===== src/hdl/scr_cfg.svh =====
// Constants for the thyristor firing control block: timing, scaling, map
`ifndef SCR_CFG_SVH
`define SCR_CFG_SVH

`define CLK_MHZ 250
`define ANGLE_MAX 12'hFFF
`define ANGLE_HALF 12'h800
`define CODE_FULL 4095
`define FULL_SCALE_MV 5000
`define DEADBAND_MV 1750
`define DEADBAND_CODE \
    ((`DEADBAND_MV * `CODE_FULL + `FULL_SCALE_MV - 1) / `FULL_SCALE_MV)

`define STOP_RAMP_MS 100
`define START_RAMP_MS 400
`define STOP_STEP_CYC ((`STOP_RAMP_MS * 1000 * `CLK_MHZ) / `CODE_FULL)
`define START_STEP_CYC ((`START_RAMP_MS * 1000 * `CLK_MHZ) / `CODE_FULL)
`define FAST_OFF_US 1000
`define FAST_OFF_CYC (`FAST_OFF_US * `CLK_MHZ)

`define PH_OFF_A_UP 12'h000
`define PH_OFF_B_UP 12'h555
`define PH_OFF_C_UP 12'hAAB
`define PH_OFF_A_LO 12'h800
`define PH_OFF_B_LO 12'hD55
`define PH_OFF_C_LO 12'h2AB

`define ADDR_CTRL 8'h00
`define ADDR_STATUS 8'h04
`define ADDR_VREF 8'h08
`define ADDR_IRQ_STATUS 8'h0C
`define ADDR_IRQ_MASK 8'h10
`define ADDR_ANGLE 8'h14

`define CTRL_CLOSED_BIT 0
`define CTRL_AC_BIT 1
`define CTRL_MASTER_BIT 2
`define CTRL_SLAVE_BIT 3
`define CTRL_POT_BIT 4
`define CTRL_AUX_BIT 5
`define CTRL_ACB_BIT 6
`define CTRL_RESET 7'h00
`define VREF_RESET 12'h000
`define IRQ_W 5
`define IRQ_RESET 5'h00

`define KP_SHIFT_V 2
`define KI_SHIFT_V 12
`define KP_SHIFT_I 3
`define KI_SHIFT_I 6

`endif


===== src/hdl/scr_pkg.sv =====
// Types shared by the thyristor firing control block
package scr_pkg;
    typedef enum logic {ST_INHIBIT, ST_RUN} run_state_t;
endpackage


===== src/hdl/sync_bits.sv =====
// Two flip-flop synchroniser for a vector of slow pin levels
module sync_bits #(
    parameter int W = 1
) (
    input wire logic clk,
    input wire logic rst_n,
    input wire logic [W-1:0] async_in,
    output logic [W-1:0] sync_out
);
    logic [W-1:0] meta;

    always_ff @(posedge clk or negedge rst_n) begin
        if (!rst_n) begin
            meta <= '0;
            sync_out <= '0;
        end else begin
            meta <= async_in;
            sync_out <= meta;
        end
    end
endmodule // sync_bits


===== src/hdl/pi_loop.sv =====
// Proportional-integral regulator with a clamped 12-bit demand output
module pi_loop #(
    parameter int KP_SHIFT = 2,
    parameter int KI_SHIFT = 8
) (
    input wire logic clk,
    input wire logic rst_n,
    input wire logic hold,
    input wire logic [11:0] setpoint,
    input wire logic [11:0] feedback,
    output logic [11:0] demand
);
    logic signed [12:0] err;
    logic signed [27:0] integ;
    logic signed [27:0] sum;

    function automatic logic [11:0] clamp12(input logic signed [27:0] v);
        if (v < 0)
            return 12'h000;
        else if (v > 28'sd4095)
            return 12'hFFF;
        else
            return v[11:0];
    endfunction

    assign err = $signed({1'b0, setpoint}) - $signed({1'b0, feedback});
    assign sum = (28'(err) <<< KP_SHIFT) + (integ >>> KI_SHIFT);

    // Anti-windup: integrator stops while the demand is saturated and the error drives it further into the limit
    always_ff @(posedge clk or negedge rst_n) begin
        if (!rst_n)
            integ <= '0;
        else if (hold)
            integ <= '0;
        else if (!((clamp12(sum) == 12'hFFF && err > 0) ||
                   (clamp12(sum) == 12'h000 && err < 0)))
            integ <= integ + 28'(err);
    end

    always_ff @(posedge clk or negedge rst_n) begin
        if (!rst_n)
            demand <= 12'h000;
        else if (hold)
            demand <= 12'h000;
        else
            demand <= clamp12(sum);
    end
endmodule // pi_loop


===== src/hdl/scr_firing_ctrl.sv =====
// Thyristor bridge firing control: mode select, ramps, inhibit, gates
//
// Our own choices: the register addresses and the strobed register port.
`include "scr_cfg.svh"
module scr_firing_ctrl #(
    parameter int STOP_STEP_CYC = `STOP_STEP_CYC,
    parameter int START_STEP_CYC = `START_STEP_CYC
) (
    input wire logic clk,
    input wire logic rst_n,
    input wire logic [7:0] reg_addr,
    input wire logic [31:0] reg_wdata,
    input wire logic reg_wr,
    input wire logic reg_rd,
    output logic [31:0] reg_rdata,
    input wire logic enable_input,
    input wire logic soft_stop_input_n,
    input wire logic phase_loss,
    input wire logic over_temp,
    input wire logic phase_locked,
    input wire logic [11:0] delay_command_input,
    input wire logic [11:0] onboard_delay_pot,
    input wire logic [11:0] voltage_feedback,
    input wire logic [11:0] current_feedback,
    input wire logic [11:0] slave_current_ref_in,
    input wire logic [11:0] pll_position,
    output logic [11:0] master_current_ref_out,
    output logic aux_reference_select,
    output logic inhibit_flag_output,
    output logic [2:0] upper_gate_group,
    output logic [2:0] lower_gate_group,
    output logic irq
);
    logic en_s, stop_n_s, ploss_s, otemp_s, lock_s;
    logic [11:0] cmd_s, pot_s, vfb_s, ifb_s, ms_ref_s;
    logic [6:0] ctrl;
    logic [11:0] vref;
    logic [`IRQ_W-1:0] irq_status, irq_mask, events;
    logic [3:0] prev;
    logic prev_at_target;
    scr_pkg::run_state_t state;
    logic [11:0] applied, target, cmd_sel, iref, v_demand, i_demand;
    logic [15:0] step_cnt;
    logic fault, closed, ac_mode, master, slave, loop_hold, at_target;
    logic [11:0] up_off [3], lo_off [3];

    // All pin-level inputs are asynchronous to clk; pll_position is local
    sync_bits #(.W(65)) u_sync (
        .clk(clk),
        .rst_n(rst_n),
        .async_in({enable_input, soft_stop_input_n, phase_loss, over_temp,
                   phase_locked, delay_command_input, onboard_delay_pot,
                   voltage_feedback, current_feedback,
                   slave_current_ref_in}),
        .sync_out({en_s, stop_n_s, ploss_s, otemp_s, lock_s, cmd_s, pot_s,
                   vfb_s, ifb_s, ms_ref_s})
    );

    assign closed = ctrl[`CTRL_CLOSED_BIT];
    assign ac_mode = ctrl[`CTRL_AC_BIT];
    assign master = ctrl[`CTRL_MASTER_BIT];
    assign slave = ctrl[`CTRL_SLAVE_BIT];
    assign fault = !en_s || ploss_s || otemp_s || !lock_s;
    assign loop_hold = !closed || fault;
    assign cmd_sel = ctrl[`CTRL_POT_BIT] ? pot_s : delay_command_input_s();

    function automatic logic [11:0] delay_command_input_s();
        return cmd_s;
    endfunction

    // A slave takes its current reference from the master's voltage loop
    assign iref = (slave && !master) ? ms_ref_s : v_demand;

    pi_loop #(.KP_SHIFT(`KP_SHIFT_V), .KI_SHIFT(`KI_SHIFT_V)) u_vloop (
        .clk(clk),
        .rst_n(rst_n),
        .hold(loop_hold),
        .setpoint(vref),
        .feedback(vfb_s),
        .demand(v_demand)
    );

    pi_loop #(.KP_SHIFT(`KP_SHIFT_I), .KI_SHIFT(`KI_SHIFT_I)) u_iloop (
        .clk(clk),
        .rst_n(rst_n),
        .hold(loop_hold),
        .setpoint(iref),
        .feedback(ifb_s),
        .demand(i_demand)
    );

    // Target delay: larger code means later firing, ANGLE_MAX means none
    always_comb begin
        if (!stop_n_s)
            target = `ANGLE_MAX;
        else if (closed)
            target = `ANGLE_MAX - i_demand;
        else if (!ac_mode && cmd_sel < 12'(`DEADBAND_CODE))
            target = `ANGLE_MAX;
        else
            target = `ANGLE_MAX - cmd_sel;
    end

    assign at_target = (applied == target);

    always_ff @(posedge clk or negedge rst_n) begin
        if (!rst_n)
            state <= scr_pkg::ST_INHIBIT;
        else begin
            case (state)
                scr_pkg::ST_INHIBIT: begin
                    if (!fault)
                        state <= scr_pkg::ST_RUN;
                end
                scr_pkg::ST_RUN: begin
                    if (fault)
                        state <= scr_pkg::ST_INHIBIT;
                end
                default: state <= scr_pkg::ST_INHIBIT;
            endcase
        end
    end

    // One code per step; rising delay uses the stop pace, falling the start
    // pace, so a reversal simply walks on from wherever the delay stands
    always_ff @(posedge clk or negedge rst_n) begin
        if (!rst_n) begin
            applied <= `ANGLE_MAX;
            step_cnt <= 16'h0000;
        end else if (fault || state != scr_pkg::ST_RUN) begin
            applied <= `ANGLE_MAX;
            step_cnt <= 16'h0000;
        end else if (at_target) begin
            step_cnt <= 16'h0000;
        end else if (applied < target) begin
            if (step_cnt >= 16'(STOP_STEP_CYC - 1)) begin
                applied <= applied + 12'h001;
                step_cnt <= 16'h0000;
            end else
                step_cnt <= step_cnt + 16'h0001;
        end else begin
            if (step_cnt >= 16'(START_STEP_CYC - 1)) begin
                applied <= applied - 12'h001;
                step_cnt <= 16'h0000;
            end else
                step_cnt <= step_cnt + 16'h0001;
        end
    end

    // Gate window: from the delay point to the end of the half cycle
    function automatic logic gate_window(input logic [11:0] pos,
                                         input logic [11:0] off,
                                         input logic [11:0] ang);
        logic [11:0] rel;
        rel = pos - off;
        return (rel >= {1'b0, ang[11:1]}) && (rel < `ANGLE_HALF);
    endfunction

    // ACB rotation swaps the B and C phase offsets
    always_comb begin
        up_off[0] = `PH_OFF_A_UP;
        lo_off[0] = `PH_OFF_A_LO;
        up_off[1] = ctrl[`CTRL_ACB_BIT] ? `PH_OFF_C_UP : `PH_OFF_B_UP;
        lo_off[1] = ctrl[`CTRL_ACB_BIT] ? `PH_OFF_C_LO : `PH_OFF_B_LO;
        up_off[2] = ctrl[`CTRL_ACB_BIT] ? `PH_OFF_B_UP : `PH_OFF_C_UP;
        lo_off[2] = ctrl[`CTRL_ACB_BIT] ? `PH_OFF_B_LO : `PH_OFF_C_LO;
    end

    always_ff @(posedge clk or negedge rst_n) begin
        if (!rst_n) begin
            upper_gate_group <= 3'h0;
            lower_gate_group <= 3'h0;
        end else if (fault || state != scr_pkg::ST_RUN ||
                     applied == `ANGLE_MAX) begin
            upper_gate_group <= 3'h0;
            lower_gate_group <= 3'h0;
        end else begin
            for (int i = 0; i < 3; i++) begin
                upper_gate_group[i] <=
                    gate_window(pll_position, up_off[i], applied);
                lower_gate_group[i] <=
                    gate_window(pll_position, lo_off[i], applied);
            end
        end
    end

    always_ff @(posedge clk or negedge rst_n) begin
        if (!rst_n)
            inhibit_flag_output <= 1'b1;
        else
            inhibit_flag_output <= fault || !stop_n_s;
    end

    always_ff @(posedge clk or negedge rst_n) begin
        if (!rst_n) begin
            master_current_ref_out <= 12'h000;
            aux_reference_select <= 1'b0;
        end else begin
            master_current_ref_out <= master ? v_demand : 12'h000;
            aux_reference_select <= ctrl[`CTRL_AUX_BIT];
        end
    end

    // Events: inhibit entry, phase loss, overtemp, lock loss, ramp settled
    assign events = {at_target && !prev_at_target && state == scr_pkg::ST_RUN,
                     prev[0] && !lock_s, otemp_s && !prev[1],
                     ploss_s && !prev[2], fault && !prev[3]};

    always_ff @(posedge clk or negedge rst_n) begin
        if (!rst_n) begin
            // Fault is already up as reset ends, which is no new entry
            prev <= 4'h8;
            prev_at_target <= 1'b0;
        end else begin
            prev <= {fault, ploss_s, otemp_s, lock_s};
            prev_at_target <= at_target;
        end
    end

    always_ff @(posedge clk or negedge rst_n) begin
        if (!rst_n) begin
            ctrl <= `CTRL_RESET;
            vref <= `VREF_RESET;
            irq_mask <= `IRQ_RESET;
        end else if (reg_wr) begin
            if (reg_addr == `ADDR_CTRL)
                ctrl <= reg_wdata[6:0];
            if (reg_addr == `ADDR_VREF)
                vref <= reg_wdata[11:0];
            if (reg_addr == `ADDR_IRQ_MASK)
                irq_mask <= reg_wdata[`IRQ_W-1:0];
        end
    end

    // A new event in the clearing cycle survives the write-one clear
    always_ff @(posedge clk or negedge rst_n) begin
        if (!rst_n)
            irq_status <= `IRQ_RESET;
        else if (reg_wr && reg_addr == `ADDR_IRQ_STATUS)
            irq_status <= (irq_status & ~reg_wdata[`IRQ_W-1:0]) | events;
        else
            irq_status <= irq_status | events;
    end

    always_ff @(posedge clk or negedge rst_n) begin
        if (!rst_n)
            irq <= 1'b0;
        else
            irq <= |(irq_status & irq_mask);
    end

    always_ff @(posedge clk or negedge rst_n) begin
        if (!rst_n)
            reg_rdata <= 32'h0000_0000;
        else if (reg_rd) begin
            case (reg_addr)
                `ADDR_CTRL: reg_rdata <= {25'h0, ctrl};
                `ADDR_STATUS: reg_rdata <= {25'h0, state == scr_pkg::ST_RUN,
                    !stop_n_s, en_s, ploss_s, otemp_s, lock_s, fault};
                `ADDR_VREF: reg_rdata <= {20'h0, vref};
                `ADDR_IRQ_STATUS: reg_rdata <= {27'h0, irq_status};
                `ADDR_IRQ_MASK: reg_rdata <= {27'h0, irq_mask};
                `ADDR_ANGLE: reg_rdata <= {20'h0, applied};
                default: reg_rdata <= 32'h0000_0000;
            endcase
        end else
            reg_rdata <= 32'h0000_0000;
    end
endmodule // scr_firing_ctrl


===== config.mk =====
export PLATFORM = sky130hd
export DESIGN_NAME = scr_firing_ctrl
export DESIGN_NICKNAME = d
export VERILOG_FILES = /design/src/hdl/scr_pkg.sv /design/src/hdl/sync_bits.sv /design/src/hdl/pi_loop.sv /design/src/hdl/scr_firing_ctrl.sv
export VERILOG_INCLUDE_DIRS = /design/src /design/src/hdl
export SDC_FILE = /design/constraint.sdc
export NUM_CORES = 1
export LEC_CHECK = 0
export BUFFER_PORTS_ARGS = -buffer_cell sky130_fd_sc_hd__buf_2
export CAP_MARGIN = 20
export CORE_ASPECT_RATIO = 1.75
export CORE_MARGIN = 2
export CORE_UTILIZATION = 60
export CTS_BUF_LIST = sky130_fd_sc_hd__clkbuf_8
export CTS_CLUSTER_SIZE = 25
export DETAILED_ROUTE_END_ITERATION = 12
export PLACE_DENSITY_LB_ADDON = 0.3
export SYNTH_ARGS = -nofsm -noshare
export SYNTH_HDL_FRONTEND = slang
export SYNTH_HIERARCHICAL = 1
export SYNTH_SLANG_ARGS = --single-unit

===== constraint.sdc =====
create_clock -name clk -period 12.9 [get_ports clk]
set_input_delay 0.645 -clock clk [delete_from_list [all_inputs] [get_ports clk]]
set_output_delay 0.645 -clock clk [all_outputs]
set_load 0.1 [all_outputs]

# Word level (Yosys, flattened, before mapping)
# Cells that the tools add are included.
[word_totals]
output_inout_bits = 53
regBits = 326
wordCells = 166
input_bits = 121
[classes]
reduce_logical = 47
n_addsub = 16
n_mux = 38
n_eq_ne = 13
n_bitwise = 6
magnitude_cmp = 24
[op_table]
columns = ["cell", "count"]
rows = [
  ["12-bit two-way mux", 23],
  ["28-bit two-way mux", 4],
  ["16-bit two-way mux", 5],
  ["12-bit by 11-bit greater-or-equal comparator with 1-bit output", 6],
  ["12-bit less-than comparator (second input constant)", 6],
  ["12-bit one-hot mux with 6 select lines", 1],
  ["28-bit by 13-bit adder with 28-bit output", 2],
  ["12-bit subtractor", 4],
  ["12-bit equality test (second input constant)", 3],
  ["32-bit two-way mux", 1],
  ["13-bit by 1-bit > comparator with 1-bit output (second input constant)", 2],
  ["13-bit by 1-bit less-than comparator with 1-bit output (second input constant)", 2],
  ["12-bit by 12-bit subtractor with 13-bit output", 2],
  ["12-bit zero test", 2],
  ["12-bit subtractor (first input constant)", 2],
  ["16-bit by 22-bit adder with 23-bit output", 1],
  ["23-bit by 13-bit > comparator with 1-bit output (second input constant)", 1],
  ["23-bit by 1-bit less-than comparator with 1-bit output (second input constant)", 1],
  ["1-bit logical AND", 19],
  ["15-bit by 16-bit adder with 17-bit output", 1],
  ["17-bit by 13-bit > comparator with 1-bit output (second input constant)", 1],
  ["17-bit by 1-bit less-than comparator with 1-bit output (second input constant)", 1],
  ["16-bit by 1-bit adder with 16-bit output (second input constant)", 1],
  ["8-bit by 4-bit equality test with 1-bit output (second input constant)", 2],
  ["27 further kinds", 51],
]

# Logic depth before layout (Yosys ltp)
[depth]
depth_word = 14
mapped_depth = 26

# Cells and area by module
# The synthesis kept the hierarchy.
[by_module_without_submodules]
columns = ["mod", "area_each_um2", "cells_each", "seq_area_each_um2", "instances"]
rows = [
  ["scr_firing_ctrl", 7049.3, 739, 2419.8, 1],
  ["pi_loop at u_iloop", 4917.2, 584, 1001.0, 1],
  ["pi_loop at u_vloop", 4538.1, 546, 1001.0, 1],
  ["sync_bits", 3253.1, 130, 3253.1, 1],
]

# Least setup slack after synthesis
# Ideal clock, no wire load.
[synth_timing]
path_kind = "register to register"
from = "register ctrl[2]"
to = "register u_iloop.integ[10]"
setup_ns = 0.125
period_less_slack_ns = 6.359
n_path_buf = 4
t_arrival_ns = 6.234
slack_ns = 6.541
stages_incl_launch_ff = 25
required_ns = 12.775
path_cell_list = "dfrtp_1 -> nor2b_1 -> clkbuf_1 -> mux2_2 -> ha_1 -> nor2b_4 -> o31a_1 -> or4_4 -> a31oi_4 -> o21bai_1 -> a21oi_1 -> o21a_1 -> ha_1 -> buf_2 -> a21o_1 -> o41ai_1 -> a31oi_1 -> or3_1 -> and2_1 -> a2111oi_4 -> nand3_2 -> a22o_1 -> buf_6 -> buf_12 -> mux2_4"
[synth_between]
elab_chain_cells = 13
elab_cells_between_ends = 21
[synth_lines]
columns = ["element", "line_no", "rtl"]
rows = [
  ["from (decl)", "scr_firing_ctrl.sv:36", "logic [6:0] ctrl;"],
  ["from (signal assigned)", "scr_firing_ctrl.sv:222", "ctrl <= `CTRL_RESET;"],
  ["from (signal assigned)", "scr_firing_ctrl.sv:227", "ctrl <= reg_wdata[6:0];"],
  ["1-bit zero test *", "scr_firing_ctrl.sv:72", "assign iref = (slave && !master) ? ms_ref_s : v_demand;"],
  ["1-bit logical AND *", "scr_firing_ctrl.sv:72", ""],
  ["12-bit two-way mux *", "scr_firing_ctrl.sv:72", ""],
  ["net iref[2]", "scr_firing_ctrl.sv:42", "logic [11:0] applied, target, cmd_sel, iref, v_demand, i_demand;"],
  ["12-bit by 12-bit subtractor with 13-bit output *", "pi_loop.sv:26", "assign err = $signed({1'b0, setpoint}) - $signed({1'b0, feedback});"],
  ["16-bit by 22-bit adder with 23-bit output", "pi_loop.sv:27", "assign sum = (28'(err) <<< KP_SHIFT) + (integ >>> KI_SHIFT);"],
  ["23-bit by 13-bit > comparator with 1-bit output", "pi_loop.sv:20", "else if (v > 28'sd4095)"],
  ["12-bit two-way mux", "pi_loop.sv:20", ""],
  ["12-bit two-way mux", "pi_loop.sv:18", "if (v < 0)"],
  ["12-bit two-way mux", "pi_loop.sv:33", "else if (hold)"],
  ["12-bit equality test / 12-bit zero test (equally long branches)", "pi_loop.sv:35, pi_loop.sv:36", ""],
  ["1-bit logical AND (on tied branches)", "pi_loop.sv:35, pi_loop.sv:36", ""],
  ["1-bit logical OR", "pi_loop.sv:35", "else if (!((clamp12(sum) == 12'hFFF && err > 0) ||"],
  ["2-bit inequality test (no line)", "-", ""],
  ["to (signal assigned)", "pi_loop.sv:37", "integ <= integ + 28'(err);"],
  ["to (decl)", "pi_loop.sv:14", "logic signed [27:0] integ;"],
]
# Mark *: on every way through the listed nets, which the timed path passes. The rest lies on a longest branch. The select of a mux whose other input is x is not followed.
# A chain may end at the register's enable or synchronous reset.

# Final worst setup path
[layout_timing]
from = "register ctrl[2]"
to = "register u_iloop.integ[1]"
# Same word-level chain as after synthesis.

==> results.sh <==
export IMPL_clk_latency_ps=600
export IMPL_synth_ff_type="dfrtp_1"
export IMPL_finalSetupViolations=0
export IMPL_holdBufCountCts=0
export IMPL_finalInstanceArea_mm2=0.02152
export IMPL_ys_types=103
export IMPL_cp_end_kind="flop"
export IMPL_io_pins=174
export IMPL_htreeDepth=2
export IMPL_reg2reg_slack_ps=5030
export IMPL_die_h_um=244.1
export IMPL_cts_root_buffer="clkbuf_8"
export IMPL_cts_tree="built"
export IMPL_gp_congestion=0.9223
export IMPL_p_comb_share_pct=21.8
export IMPL_final_net_count=2440
export IMPL_swShare_pct=30.62
export IMPL_grt_pass1_vias=15800
export IMPL_avgSynthCellArea_um2=9.884
export IMPL_drc=0
export IMPL_hold_viol=0
export IMPL_crit_fanout=19
export IMPL_layout_area_overhead_vs_synth_pct=8.929
export IMPL_worst_pin_slew_ps=953.9
export IMPL_track_usage_pct=27.12
export IMPL_startpoint_type="flop"
export IMPL_cp_slowest_cell="o21a_1"
export IMPL_vdd_ir_drop_max_uv=107.4
export IMPL_period_share_pct=60.97
export IMPL_via_per_inst=6.105
export IMPL_setup_worst_path_class="flop to flop"
export IMPL_drive_above_1_share_pct=16.67
export IMPL_grt_pass1_wl_um=75660
export IMPL_die_area_mm2=0.03445
export IMPL_antenna_found_initial=3
export IMPL_maxSlewViolCount=0
export IMPL_ys_warnings_count=6
export IMPL_async_reset_ff_share_pct=100.0
export IMPL_cp_num_buf_inv=3
export IMPL_layout_setup_ws_ps=5034
export IMPL_layout_common_cells="dfrtp_1, ha_1, nand2_1"
export IMPL_p_switching_uw=713.2
export IMPL_grt_overflow=0
export IMPL_numCtsBuffers=46
export IMPL_clkTransAtPathRegs_ps=70
export IMPL_num_vias=15650
export IMPL_synth_cells=1999
export IMPL_crit_arrival_ps=8350
export IMPL_cts_sinks=306
export IMPL_post_place_ws_ps=5166
export IMPL_fmax_ghz=0.1271
export IMPL_dp_hpwl_um=35400
export IMPL_status="finished clean"
export IMPL_p_int_uw=1616
export IMPL_grt_start_max_net_pins=88
export IMPL_grt_met2_usage_pct=49.77
export IMPL_crit_cells=24
export IMPL_cp_top_family="compound AO/OA/AOI/OAI gates"
export IMPL_layout_commonest_cell="dfrtp_1"
export IMPL_post_route_util_pct=66.57
export IMPL_drt_iter0_drc=661
export IMPL_power_density_mw_per_mm2=108.2
export IMPL_fin_setup_tns_ps=0
export IMPL_place_area_mm2=0.02056
export IMPL_n_fill_cell=2582
export IMPL_cts_repair_resized=0
export IMPL_met1_usage_pct=29.51
export IMPL_timing_rr_end="u_iloop/integ[1]"
export IMPL_num_rows=87
export IMPL_slew_headroom_pct=36.41
export IMPL_yosysSeqAreaShare_pct=38.84
export IMPL_wirelength_um=47110
export IMPL_start_util_pct=61.11
export IMPL_post_cts_setup_buffers=0
export IMPL_layout_min_cycle_time_ps=7866
export IMPL_cap_viol_max_count=0
export IMPL_p_leak_uw=0.01060
export IMPL_seqPwrFrac_pct=43.4
export IMPL_io_buffers=133
export IMPL_cts_buffer_depth=3
export IMPL_rsz0062_at_grt="false"
export IMPL_hp_class="input pin to asynchronous set/reset pin"
export IMPL_synth_edff_count=0
export IMPL_skew_ps=46.17
export IMPL_busiest_layer="met2"
export IMPL_rr_worst_depth=24
export IMPL_wl_per_cell_um=18.38
export IMPL_ys_ff_latch=306
export IMPL_cp_cell_sequence="nor2b_1 > buf_4 > mux2_2 > inv_1 > ha_1 > fa_1 > nor2b_4 > o31a_1 > or4_4 > a31oi_4 > o21bai_1 > a21oi_1 > o21a_1 > ha_1 > a21o_1 > o41ai_1 > a31oi_1 > o21ai_0 > a211oi_1 > or2_2 > nand3_2 > a22o_1 > buf_4 > mux2_2"
export IMPL_syn_area_mm2=0.01976
export IMPL_p_clk_share_pct=34.9
export IMPL_die_x_um=141.2
export IMPL_met3_usage_pct=3.779
export IMPL_reg2reg_from="ctrl[2]"
export IMPL_ant_nets=0
export IMPL_cp_slowest_stage_delay_ps=720
export IMPL_design_core_area_mm2=0.03233
export IMPL_drtPass1Iterations=6
export IMPL_required_ps=13380
## kinds of logic after synthesis
logic type	share of synthesized area, %
AND/OR/NAND/NOR	14.91
other	0.01898
AO/OA/AOI/OAI	17.25
buffers and inverters	4.984
flip-flops	38.84
XOR/XNOR	4.477
multiplexers	7.143
adder cells (fa/ha/maj)	12.37
## metal layers
layer / vias to the layer above / part of all wire, %
met5: - / 0.034
met4: 2 / 5.6
met3: 173 / 4.4
met2: 454 / 53
met1: 7598 / 37
li1: 7421 / -
## synthesized netlist by cell type (25+ instances only)
| cell | count | area share, % |
|---|---|---|
| a21o_1 | 45 | 1.7 |
| a21oi_1 | 138 | 3.5 |
| and2_1 | 25 | 0.79 |
| clkbuf_1 | 45 | 0.85 |
| dfrtp_1 | 292 | 37 |
| ha_1 | 181 | 11 |
| inv_1 | 110 | 2.1 |
| mux2_2 | 54 | 3.1 |
| mux2i_1 | 39 | 2.0 |
| nand2_1 | 142 | 2.7 |
| nand3_1 | 47 | 1.2 |
| nor2_1 | 137 | 2.6 |
| nor2b_1 | 57 | 1.8 |
| nor3_1 | 31 | 0.79 |
| o211ai_1 | 25 | 0.95 |
| o21ai_0 | 87 | 2.2 |
| xnor2_1 | 64 | 2.8 |
| xor2_1 | 37 | 1.6 |
## sequential cells by signal, indices dropped and copies added (netlist names), 3 cells and up
| signal | flops |
|---|---|
| u_sync/meta | 65 |
| u_sync/sync_out | 65 |
| u_iloop/integ | 28 |
| u_vloop/integ | 28 |
| step_cnt | 16 |
| applied | 12 |
| master_current_ref_out | 12 |
| reg_rdata | 12 |
| u_iloop/demand | 12 |
| u_vloop/demand | 12 |
| vref | 12 |
| ctrl | 7 |
| irq_mask | 5 |
| irq_status | 5 |
| prev | 4 |
| lower_gate_group | 3 |
| upper_gate_group | 3 |
## how the worst max path moves through the flow
stage / slack [ps] / endpoint / startpoint
2_1_floorplan: 6540 / u_iloop/integ[10] / ctrl[2]
6_report: 5030 / u_iloop/integ[1] / ctrl[2]
3_5_place_dp: 5170 / u_iloop/integ[1] / ctrl[2]
4_1_cts: 5120 / u_iloop/integ[1] / ctrl[2]
3_3_place_gp: 5260 / u_iloop/integ[2] / ctrl[2]
5_1_grt: 4600 / u_iloop/integ[1] / ctrl[2]
## cell type report
| class | instances | area, um^2 | share of cell area [%] |
|---|---|---|---|
| clock buffers | 56 | 770.7 | 3.581 |
| repair buffers | 147 | 780.7 | 3.628 |
| flip-flops and latches | 306 | 7675 | 35.66 |
| multi-input cells | 1516 | 11190 | 52.01 |
| well taps | 400 | 500.5 | 2.325 |
| diodes | 3 | 7.507 | 0.03488 |
| clock inverters | 23 | 173.9 | 0.8081 |
| inverters | 112 | 420.4 | 1.953 |
## power groups by stage
stage | clock network (uW) | logic (uW) | registers [uW]
2_1_floorplan | 0 | 383 | 1030
3_5_place_dp | 0 | 499 | 1030
3_3_place_gp | 0 | 485 | 1030
5_1_grt | 875 | 557 | 1010
6_report | 812 | 507 | 1010
4_1_cts | 834 | 503 | 1010
## metrics by stage
step | hold WS [ps] | cells | power [uW]
2_1_floorplan | 331.2 | 2019 | 1408
3_3_place_gp | 331.3 | 2480 | 1512
3_5_place_dp | 334.7 | 2480 | 1526
4_1_cts | 55.31 | 2559 | 2347
5_1_grt | 96.33 | 2562 | 2445
6_report | 38.72 | 2563 | 2329
Power figures use the tool's default switching activity.
